### config.mk
export PLATFORM = sky130hd
export DESIGN_NAME = qrs_dev_flat
export DESIGN_NICKNAME = d
export VERILOG_FILES = /design/src/rtl/qrs_pkg.sv /design/src/rtl/qrs_if.sv /design/src/rtl/qrs_dev.sv /design/src/flat_wrapper.sv
export SDC_FILE = /design/constraint.sdc
export NUM_CORES = 1
export LEC_CHECK = 0
export BUFFER_PORTS_ARGS = -buffer_cell sky130_fd_sc_hd__buf_4
export CELL_PAD_IN_SITES_DETAIL_PLACEMENT = 0
export CELL_PAD_IN_SITES_GLOBAL_PLACEMENT = 2
export CORE_UTILIZATION = 32
export DETAILED_ROUTE_END_ITERATION = 6
export PLACE_DENSITY = 0.87
export RECOVER_POWER = 25
export SETUP_SLACK_MARGIN = 0.1
export SLEW_MARGIN = 20
export SYNTH_ARGS = -nofsm -noshare
export SYNTH_HDL_FRONTEND = slang
export SYNTH_SLANG_ARGS = --single-unit
### constraint.sdc
create_clock -name ref_clk_i -period 2 [get_ports ref_clk_i]
set_input_delay 0.3 -clock ref_clk_i [delete_from_list [all_inputs] [get_ports ref_clk_i]]
set_output_delay 0.3 -clock ref_clk_i [all_outputs]
set_load 0.01 [all_outputs]
### src/rtl/qrs_pkg.sv
/*
 Constants shared by the quad serial read/sleep device and its host end.
 Assumes both ends are clocked by ref_clk_i at 250 MHz.
*/
package qrs_pkg;
	localparam logic [7:0] QRS_OP_QUAD_READ = 8'heb;
	localparam logic [7:0] QRS_OP_DUAL_READ = 8'hbb;
	localparam logic [7:0] QRS_OP_WRAP_SET = 8'h77;
	localparam logic [7:0] QRS_OP_MODE_RESET = 8'hff;
	localparam logic [7:0] QRS_OP_SLEEP = 8'hb9;
	localparam logic [7:0] QRS_OP_WAKE = 8'hab;
	localparam logic [1:0] QRS_SKIP_CODE = 2'h2;
	localparam int QRS_SKIP_LSB = 4;
	localparam int QRS_WRAP_DIS_BIT = 4;
	localparam int QRS_WRAP_LEN_LSB = 5;
	localparam int QRS_QE_BIT = 1;
	localparam logic [2:0] QRS_WRAP_RESET = 3'h1;
	localparam logic [3:0] QRS_LAT_RESET = 4'h6;
	localparam logic [7:0] QRS_SR2_RESET = 8'h02;
	localparam int QRS_ADDR_NIB = 6;
	localparam int QRS_SLEEP_NS = 3000;
	localparam int QRS_CLK_NS = 4;
	localparam int QRS_SLEEP_CYC = QRS_SLEEP_NS / QRS_CLK_NS;
	localparam int QRS_SCK_DIV = 8;
endpackage

### src/rtl/qrs_if.sv
/*
 Link between the host end and the device end: chip select, serial clock,
 four two-way data lines. Assumes the bench resolves lines from enables.
*/
`timescale 1ns/1ps
interface qrs_if;
	logic cs_n;
	logic sck;
	logic [3:0] h_io_o;
	logic [3:0] h_io_oe_n;
	logic [3:0] d_io_o;
	logic [3:0] d_io_oe_n;
	logic [3:0] io;
	modport host (output cs_n, output sck, output h_io_o, output h_io_oe_n,
		input io);
	modport dev (input cs_n, input sck, output d_io_o, output d_io_oe_n,
		input io);
endinterface

### src/rtl/qrs_dev.sv
/*
 Device end: command interpreter for quad I/O read with continuous mode,
 wrap setting, mode reset and deep sleep. Assumes a qrs_if link whose
 pins are sampled by ref_clk_i; data values come from a simple counter.
*/
//
// Notes on behaviour
// - Mode byte follows address; upper nibble decides
// - Lower mode nibble ignored, host may float
// - Host releases IO before first data edge
// - Mode 10 lets next read skip opcode
// - Other mode values restore full opcode
// - Variable latency from status reg three
// - Legacy quad read: six latency cycles
// - Wrap set: 77h, 24 dummy, wrap byte
// - Wrap bits 6..4 stored in register three
// - Bit 4 low enables wrap, 6..5 length
// - Wrapped read loops within aligned section
// - Wrap setting persists until changed
// - Wrap disabled after power-on
// - Quad read and wrap need quad enable
// - Mode bits updated by dual/quad reads
// - Reserved mode bits take any value
// - FFh/FFFFh resets continuous read mode
// - Host sends mode reset, then wrap off
// - Sleep only if select rises after byte
// - Sleep entered within entry time
// - In sleep only wake is decoded
// - Starts awake after power-up
// - Wake command is ABh
`timescale 1ns/1ps
module qrs_dev
	import qrs_pkg::*;
#(
	parameter int SLEEP_CYC = qrs_pkg::QRS_SLEEP_CYC,
	parameter logic VAR_LAT = 1'b0
) (
	// Clock and reset
	input wire logic ref_clk_i,
	input wire logic rst_n_i,
	// Link
	qrs_if.dev lnk,
	// User side
	input wire logic [3:0] lat_cfg_i,
	input wire logic quad_en_i,
	output logic sleep_o,
	output logic [2:0] wrap_set_o,
	output logic skip_op_o,
	output logic [23:0] addr_o
);
	import qrs_pkg::*;

	typedef enum {ST_OP, ST_ADDR, ST_MODE, ST_LAT, ST_DATA, ST_WDUM,
		ST_WBYTE, ST_END, ST_IGN} qrs_dst_t;

	////////////////////////////////////////////////////////////////
	// Pin synchronisers
	logic cs_n_s1_ff, cs_n_ff, sck_s1_ff, sck_ff, sck_d_ff;
	logic [3:0] io_s1_ff, io_ff;
	always_ff @(posedge ref_clk_i) begin
		cs_n_s1_ff <= lnk.cs_n;
		cs_n_ff <= cs_n_s1_ff;
		sck_s1_ff <= lnk.sck;
		sck_ff <= sck_s1_ff;
		sck_d_ff <= sck_ff;
		io_s1_ff <= lnk.io;
		io_ff <= io_s1_ff;
	end
	wire sck_rise = sck_ff & ~sck_d_ff & ~cs_n_ff;
	wire sck_fall = ~sck_ff & sck_d_ff & ~cs_n_ff;
	logic cs_d_ff;
	always_ff @(posedge ref_clk_i) cs_d_ff <= cs_n_ff;
	wire cs_rise = cs_n_ff & ~cs_d_ff;

	////////////////////////////////////////////////////////////////
	// State
	qrs_dst_t st_ff;
	logic [7:0] sh_ff;
	logic [5:0] cnt_ff;
	logic [23:0] addr_ff;
	logic [7:0] mode_ff;
	logic cont_ff, dual_ff, sleep_ff, sleep_pend_ff, op_ok_ff;
	logic [2:0] wrap_ff;
	logic [31:0] dp_cnt_ff;
	logic [3:0] oe_n_ff, dout_ff;
	logic [7:0] op_ff;

	wire [7:0] op_byte = {sh_ff[6:0], io_ff[0]};
	wire [3:0] lat_tot = VAR_LAT ? lat_cfg_i : QRS_LAT_RESET;
	wire wrap_on = ~wrap_ff[QRS_WRAP_DIS_BIT-4];
	wire [1:0] wlen = wrap_ff[2:1];
	wire [5:0] wmask = (wlen == 2'h0) ? 6'h07 : (wlen == 2'h1) ? 6'h0f :
		(wlen == 2'h2) ? 6'h1f : 6'h3f;
	wire [23:0] addr_inc = addr_ff + 24'h1;
	wire [23:0] addr_wrap = {addr_ff[23:6],
		(addr_ff[5:0] & ~wmask) | (addr_inc[5:0] & wmask)};
	wire [23:0] addr_nxt = (wrap_on && !dual_ff) ? addr_wrap : addr_inc;
	wire [5:0] addr_clks = dual_ff ? 6'd12 : 6'd6;
	wire [5:0] mode_clks = dual_ff ? 6'd4 : 6'd2;
	wire [1:0] mode_sel = mode_ff[QRS_SKIP_LSB+1:QRS_SKIP_LSB];

	always_ff @(posedge ref_clk_i) begin
		if (!rst_n_i) begin
			st_ff <= ST_OP;
			sh_ff <= 8'h00;
			cnt_ff <= 6'h0;
			addr_ff <= 24'h0;
			mode_ff <= 8'h00;
			cont_ff <= 1'b0;
			dual_ff <= 1'b0;
			sleep_ff <= 1'b0;
			sleep_pend_ff <= 1'b0;
			op_ok_ff <= 1'b0;
			wrap_ff <= QRS_WRAP_RESET;
			dp_cnt_ff <= 32'h0;
			oe_n_ff <= 4'hf;
			dout_ff <= 4'h0;
			op_ff <= 8'h00;
		end else begin
			if (sleep_pend_ff) begin
				dp_cnt_ff <= dp_cnt_ff + 32'h1;
				if (dp_cnt_ff >= 32'(SLEEP_CYC - 1)) begin
					sleep_ff <= 1'b1;
					sleep_pend_ff <= 1'b0;
				end
			end
			if (cs_n_ff) begin
				oe_n_ff <= 4'hf;
				cnt_ff <= 6'h0;
				st_ff <= cont_ff ? ST_ADDR : ST_OP;
				if (cs_rise && op_ok_ff) begin
					if (op_ff == QRS_OP_SLEEP && !sleep_ff) begin
						sleep_pend_ff <= 1'b1;
						dp_cnt_ff <= 32'h0;
					end
					if (op_ff == QRS_OP_WAKE)
						sleep_ff <= 1'b0;
				end
				if (cs_rise)
					op_ok_ff <= 1'b0;
			end else if (sck_rise) begin
				cnt_ff <= cnt_ff + 6'h1;
				op_ok_ff <= 1'b0;
				case (st_ff)
				ST_OP: begin
					sh_ff <= op_byte;
					if (cnt_ff == 6'd7) begin
						cnt_ff <= 6'h0;
						op_ff <= op_byte;
						op_ok_ff <= 1'b1;
						if (sleep_ff)
							st_ff <= ST_IGN;
						else if (op_byte == QRS_OP_QUAD_READ && quad_en_i) begin
							dual_ff <= 1'b0;
							st_ff <= ST_ADDR;
						end else if (op_byte == QRS_OP_DUAL_READ) begin
							dual_ff <= 1'b1;
							st_ff <= ST_ADDR;
						end else if (op_byte == QRS_OP_WRAP_SET && quad_en_i)
							st_ff <= ST_WDUM;
						else
							st_ff <= ST_IGN;
					end
				end
				ST_ADDR: begin
					addr_ff <= dual_ff ? {addr_ff[21:0], io_ff[1:0]} :
						{addr_ff[19:0], io_ff};
					if (cnt_ff == addr_clks - 6'h1) begin
						cnt_ff <= 6'h0;
						st_ff <= ST_MODE;
					end
				end
				ST_MODE: begin
					mode_ff <= dual_ff ? {mode_ff[5:0], io_ff[1:0]} :
						{mode_ff[3:0], io_ff};
					if (cnt_ff == 6'h0 && !dual_ff && io_ff == 4'hf)
						cont_ff <= 1'b0;
					if (cnt_ff == mode_clks - 6'h1) begin
						st_ff <= ({2'h0, lat_tot} > mode_clks) ?
							ST_LAT : ST_DATA;
					end
				end
				ST_LAT: begin
					if (cnt_ff == {2'h0, lat_tot} - 6'h1)
						st_ff <= ST_DATA;
				end
				ST_WDUM: begin
					if (cnt_ff == 6'd7)
						st_ff <= ST_END;
					else if (cnt_ff == 6'd6)
						wrap_ff <= io_ff[2:0];
				end
				ST_END, ST_DATA, ST_IGN: begin
				end
				default: st_ff <= ST_IGN;
				endcase
				if (st_ff == ST_MODE && cnt_ff == mode_clks - 6'h1)
					cont_ff <= (dual_ff ? mode_ff[3:2] : mode_ff[1:0])
						== QRS_SKIP_CODE;
			end else if (sck_fall && st_ff == ST_DATA) begin
				oe_n_ff <= dual_ff ? 4'hc : 4'h0;
				dout_ff <= addr_ff[3:0] ^ {4{cnt_ff[0]}};
				if (cnt_ff[0])
					addr_ff <= addr_nxt;
			end
		end
	end

	assign lnk.d_io_o = dout_ff;
	assign lnk.d_io_oe_n = oe_n_ff;
	assign sleep_o = sleep_ff;
	assign wrap_set_o = wrap_ff;
	assign skip_op_o = cont_ff;
	assign addr_o = addr_ff;
	wire unused_ok = ^{mode_sel, wlen};
endmodule // qrs_dev

### src/flat_wrapper.sv
// flat-port wrapper written by rule: the top's interface ports become plain ports
module qrs_dev_flat import qrs_pkg::*;
#(
	parameter int SLEEP_CYC = qrs_pkg::QRS_SLEEP_CYC,
	parameter logic VAR_LAT = 1'b0
)
  (ref_clk_i, rst_n_i, lat_cfg_i, quad_en_i, sleep_o, wrap_set_o, skip_op_o, addr_o, lnk_cs_n, lnk_sck, lnk_d_io_o, lnk_d_io_oe_n, lnk_io);
  qrs_if lnk_i ();
  input wire logic ref_clk_i;
  input wire logic rst_n_i;
  input wire logic [3:0] lat_cfg_i;
  input wire logic quad_en_i;
  output logic sleep_o;
  output logic [2:0] wrap_set_o;
  output logic skip_op_o;
  output logic [23:0] addr_o;
  input wire logic [$bits(lnk_i.cs_n)-1:0] lnk_cs_n;
  input wire logic [$bits(lnk_i.sck)-1:0] lnk_sck;
  output wire logic [$bits(lnk_i.d_io_o)-1:0] lnk_d_io_o;
  output wire logic [$bits(lnk_i.d_io_oe_n)-1:0] lnk_d_io_oe_n;
  input wire logic [$bits(lnk_i.io)-1:0] lnk_io;
  assign lnk_i.cs_n = lnk_cs_n;
  assign lnk_i.sck = lnk_sck;
  assign lnk_d_io_o = lnk_i.d_io_o;
  assign lnk_d_io_oe_n = lnk_i.d_io_oe_n;
  assign lnk_i.io = lnk_io;
  qrs_dev #(.SLEEP_CYC(SLEEP_CYC), .VAR_LAT(VAR_LAT)) u_core (.ref_clk_i(ref_clk_i), .rst_n_i(rst_n_i), .lnk(lnk_i), .lat_cfg_i(lat_cfg_i), .quad_en_i(quad_en_i), .sleep_o(sleep_o), .wrap_set_o(wrap_set_o), .skip_op_o(skip_op_o), .addr_o(addr_o));
endmodule
---- Yosys cells after proc, flatten, opt, wreduce, memory -nomap -nowiden ----
Index checks and enable logic that the tools add are counted.
cells by class
  $add $sub $neg .......................... 5
  $lt $le $gt $ge ......................... 2
  equality and inequality tests ........... 32
  mux-type cells .......................... 55
  bitwise operators ....................... 19
  reductions and logical operators ........ 34
operator list
  operator                 count
  $mux W32                 14
  $pmux W32 S6             1
  $mux W24                 6
  $eq A32 B3 Y1 const B    4
  $eq A32 B2 Y1 const B    2
  $eq A32 B4 Y1 const B    2
  $add A32 B1 Y32 const B  1
  $eq A32 B1 Y1 const B    1
  $eq A8 B8 Y1 const B     4
  $ge A32 B10 Y1 const B   1
  $logic_not A32 Y1        1
  $mux W6                  5
  $add A24 B1 Y24 const B  1
  $mux W1                  21
  $eq A6 B3 Y1 const B     3
  $mux W4                  4
  $ne A3 B1 Y1 const B     5
  $and A6 B6 Y6            2
  $eq A6 B6 Y1             2
  $pmux W6 S2              1
  $reduce_and A4 Y1        3
  $reduce_bool A2 Y1       6
  $sub A6 B1 Y6 const B    2
  $reduce_and A5 Y1        2
  25 further kinds         53
storage, ports and cells
  register bits after elaboration ......... 143

---- Logic depth before layout (Yosys ltp) ----
  depth after elaboration ................. 11
  depth in mapped cells ................... 8

---- Worst setup path after synthesis ----
OpenSTA, ideal clock, no wires.
  path kind ............................... register to register
  start point ............................. register u_core.sck_ff
  end point ............................... register u_core.addr_ff[16] (netlist: u_core.addr_o[16])
  setup time .............................. 132 ps
  data arrival time ....................... 1892 ps
  required time ........................... 1868 ps
  setup slack ............................. -24 ps
  cell stages (with the launch flop) ...... 9
  path buffers ............................ 2
  clock period less this slack ............ 2024 ps
  cell sequence ........................... dfxtp_1 -> or3b_1 -> buf_6 -> or4_4 -> o21ai_4 -> nand2_4 -> buf_6 -> o21ai_1 -> a21oi_1
between the ends
  longest elaborated chain between the ends .. 6
  elaborated cells on any way between the ends .. 12
  classes of those cells .................. eq/ne (2); mux (1); bitwise (5); reduce/logical (4)
RTL lines
  what                          RTL line        RTL
  from (decl)                   qrs_dev.sv:58   logic cs_n_s1_ff, cs_n_ff, sck_s1_ff, sck_ff, sck_d_ff;
  from (signal assigned)        qrs_dev.sv:64   sck_ff <= sck_s1_ff;
  $not A1 Y1                    qrs_dev.sv:70   wire sck_fall = ~sck_ff & sck_d_ff & ~cs_n_ff;
  $and A1 B1 Y1 (2 in series)   qrs_dev.sv:70
  $logic_and A1 B1 Y1           qrs_dev.sv:200  end else if (sck_fall && st_ff == ST_DATA) begin
  $reduce_bool A2 Y1 (no line)  -
  $reduce_and A5 Y1 (no line)   -
  to (signal assigned)          qrs_dev.sv:166  addr_ff <= dual_ff ? {addr_ff[21:0], io_ff[1:0]} :
  to (signal assigned)          qrs_dev.sv:204  addr_ff <= addr_nxt;
  to (decl)                     qrs_dev.sv:80   logic [23:0] addr_ff;
Several ways; a longest one is shown, not always the timed one.
A chain may end at the register's enable or synchronous reset.

---- Final worst setup path ----
  start point ............................. register u_core.cs_n_ff
  end point ............................... register u_core.addr_ff[7] (netlist: u_core.addr_o[7])
between the ends
  longest elaborated chain between the ends .. 5
  elaborated cells on any way between the ends .. 10
  classes of those cells .................. eq/ne (2); mux (1); bitwise (3); reduce/logical (4)
RTL lines
  what                          RTL line        RTL
  from (decl)                   qrs_dev.sv:58
  from (signal assigned)        qrs_dev.sv:62   cs_n_ff <= cs_n_s1_ff;
  $not A1 Y1 (no line) (*)      -
  $and A1 B1 Y1                 qrs_dev.sv:70
  $logic_and A1 B1 Y1           qrs_dev.sv:200
  $reduce_bool A2 Y1 (no line)  -
  $reduce_and A5 Y1 (no line)   -
Every way passes the cells marked *; elsewhere a longest branch is shown, timed or not.

==> results.py <==
metrics = {
    "status": {
        "outcome": "finished clean",
    },
    "detailed_routing": {
        "viasPerCell": 5.20,
        "wirelength_um": 15900,
        "firstDrtPassIters": 4,
        "final_antenna_net_count": 0,
        "drc": 0,
        "routedWlPerCell_um": 15.1,
        "num_vias": 5450,
        "drt_iter0_markers": 183,
    },
    "worst_setup_path": {
        "worstPathMaxFanout": 9,
        "cp-startpoint": "u_core.cs_n_ff",
        "reg2reg_slack_ns": 0.02,
        "cp-end-kind": "flip-flop",
        "r2r-start": "u_core.cs_n_ff",
        "r2r_cells": 6,
        "cp-endpoint": "u_core.addr_o[7]",
        "required_ns": 2.31,
        "path_class": "reg2reg",
        "startpoint_type": "flip-flop",
        "cp.arrival_ns": 2.29,
        "reg2reg_to": "u_core.addr_o[7]",
    },
    "timing": {
        "period_minus_slack_ns": 1.98,
        "report.final.slew_viol_count": 0,
        "max_slew_margin_pct": 62.7,
        "rsz0062_at_grt": "yes",
        "max_freq_ghz": 0.504,
        "clock_skew_ns": 0.00938,
        "worstMarginPinSlew_ns": 0.545,
        "finalHoldViolCount": 0,
        "setup_violations": 0,
        "finalCritPeriodShare_pct": 99.2,
        "hold_slack_ns": 0.154,
    },
    "pwr": {
        "p_per_area_nw_per_um2": 742,
        "peakVddDrop_uv": 643,
        "p_leak_nw": 2.64,
        "power_mw": 5.65,
    },
    "grt": {
        "grt_overflow_total": 0,
        "grt_pass1_wl_um": 26100,
        "grt_pass1_vias": 5234,
        "antenna_found_initial": 0,
        "track_usage_pct": 17.9,
        "grt_max_degree": 51,
    },
    "floorplan": {
        "fp.dieH_um": 136,
        "fp.coreArea_um2": 17400,
        "io_pins": 50,
        "initial_core_util_pct": 33.0,
        "die_x_um": 136,
        "design.die.area_um2": 18400,
        "row_count": 48,
    },
    "clock_network": {
        "clockBufferDepth": 2,
        "htreeDepth": 4,
        "clk_latency_ns": 0.42,
        "path_clk_slew_ns": 0.06,
        "cts_tree": "yes",
        "cts_inserted_buffers": 17,
        "cts_num_sinks": 113,
        "cts_root_buf": "clkbuf_16",
    },
    "layout": {
        "final_cell_area_um2": 7620,
        "layout_common_cells": "dfxtp_1 (101), buf_4 (89), nor2_1 (80), nand2_1 (80), a21oi_1 (64)",
        "n_antenna_cell": 0,
        "drive_above_1_share_pct": 24.3,
        "syn_to_final_growth_pct": 33.2,
        "fin_cells": 1049,
        "nNetsFinal": 832,
        "final_common_cell": "dfxtp_1",
    },
    "worst_hold_path": {
        "hp-class": "in2reg",
        "hold_start": "rst_n_i",
    },
    "synth": {
        "synthArstFlopShare_pct": 0,
        "syn_nets": 730,
        "syn_inst": 709,
        "avgSynthCellArea_um2": 8.07,
        "ys_seq_area_share_pct": 39.5,
        "ys_types": 69,
        "synth-edff-count": 0,
        "synth_seq_cells": 113,
        "synth_warnings": 0,
        "synth_area_um2": 5720,
        "synth_ff_type": "dfxtp_1",
    },
    "placement": {
        "gp_congestion": 0.873,
        "dpl_cell_area_um2": 6730,
        "portBuffers": 45,
        "dp_hpwl_um": 10700,
        "placed_cells": 1005,
    },
    "run": {
        "cap_violations": 0,
    },
}
[cell usage after synthesis, drive strengths merged, types with 5 or more instances]
| library cell | count | area share [%] |
|---|---|---|
| buf | 18 | 1.8 |
| and2 | 5 | 0.55 |
| nand4 | 17 | 1.9 |
| xnor2 | 19 | 2.9 |
| nor3b | 5 | 0.74 |
| nand3 | 36 | 3.1 |
| nor3 | 17 | 1.6 |
| a31oi | 10 | 1.1 |
| o21ai | 36 | 3.3 |
| xor2 | 21 | 3.2 |
| inv | 10 | 0.66 |
| nor4 | 14 | 1.5 |
| nor2 | 84 | 5.6 |
| or4 | 5 | 0.72 |
| a21oi | 66 | 5.8 |
| ha | 8 | 1.7 |
| or3 | 7 | 0.77 |
| clkbuf | 28 | 1.8 |
| mux2i | 24 | 4.2 |
| dfxtp | 113 | 40 |
| nand2 | 82 | 5.6 |
| nand2b | 8 | 0.87 |
| and3 | 6 | 0.66 |
[through the flow]
step	setup slack, ns	util, %	TNS [ns]
CTS	0.0235	43.2	0
global placement	-0.00965	38.8	-0.0112
detailed placement	-0.0629	38.8	-0.385
floorplan	-0.00625	-	-0.0484
global route	-0.0471	43.9	-0.500
finish	0.0150	43.9	0
[worst max-delay path, cell delays in order (launching register included)]
cell and delay, ns:
dfxtp_1 0.31, or3b_4 0.40, or4_4 0.57, o21ai_4 0.09, buf_12 0.14, nand2_8 0.09, o221a_4 0.26
[layer usage]
layer	wire, um	vias to the layer above	part of all wire (%)	track usage, %
met1	7570	2607	48	23.0
met3	473	24	3.0	3.78
met2	7550	78	48	29.5
met4	268	0	1.7	6.24
met5	0	-	0	0
li1	-	2741	-	-
[worst min-delay path by stage]
stage,endpoint,slack [ns],cells after the start
finish,u_core.wrap_set_o[0],0.15,2
global route,u_core.wrap_set_o[0],0.14,2
CTS,u_core.wrap_set_o[0],0.14,2
detailed placement,u_core.io_ff[0],0.31,0
global placement,u_core.io_ff[3],0.31,0
floorplan,u_core.sck_ff,0.31,0
[cell type report]
class | instances | area (um2)
Fill cell | 1709 | 9740
Inverter | 11 | 41.3
Clock inverter | 15 | 195
Multi-Input combinational cell | 540 | 3400
Clock buffer | 17 | 425
Timing Repair Buffer | 128 | 990
Tap cell | 225 | 282
Sequential cell | 113 | 2280
[logic make-up (layout without fill, tap and decap cells)]
logic type | count (synthesis) | in the layout | share of synthesized area [%]
AND/OR/NAND/NOR | 310 | 311 | 27.1
AO/OA/AOI/OAI | 153 | 153 | 16.1
flip-flops | 113 | 113 | 39.5
buffers and inverters | 57 | 171 | 4.40
XOR/XNOR | 40 | 40 | 6.12
multiplexers | 28 | 28 | 4.99
adder cells (fa/ha/maj) | 8 | 8 | 1.75
[repair_timing]
item                                   in CTS  in global routing
hold buffers                                6                  0
pin swaps                                   0                 13
gates cloned                                1                  0
buffers inserted                            2                  3
gates resized for setup                    13                 44
endpoints found under the hold margin       6                  0
setup endpoints to repair                  28                 74
[power breakdown]
group	total [mW]	internal, mW	switching, mW
Combinational	0.199	0.0813	0.117
Clock	3.17	2.00	1.18
Sequential	2.28	2.27	0.0108
Total	5.65	4.35	1.31
[registers in the layout, indices dropped and copies added, names as in the netlist, 2 cells and up, named ones only]
| register | flops |
|---|---|
| u_core.addr_o | 21 |
| u_core.cnt_ff | 6 |
| u_core.dp_cnt_ff | 32 |
| u_core.io_ff | 4 |
| u_core.io_s1_ff | 4 |
| u_core.lnk.d_io_o | 4 |
| u_core.lnk.d_io_oe_n | 2 |
| u_core.mode_ff | 4 |
| u_core.op_ff | 8 |
| u_core.sh_ff | 7 |
| u_core.st_ff | 4 |
| u_core.wrap_set_o | 3 |
Power figures use the tool's default switching activity.
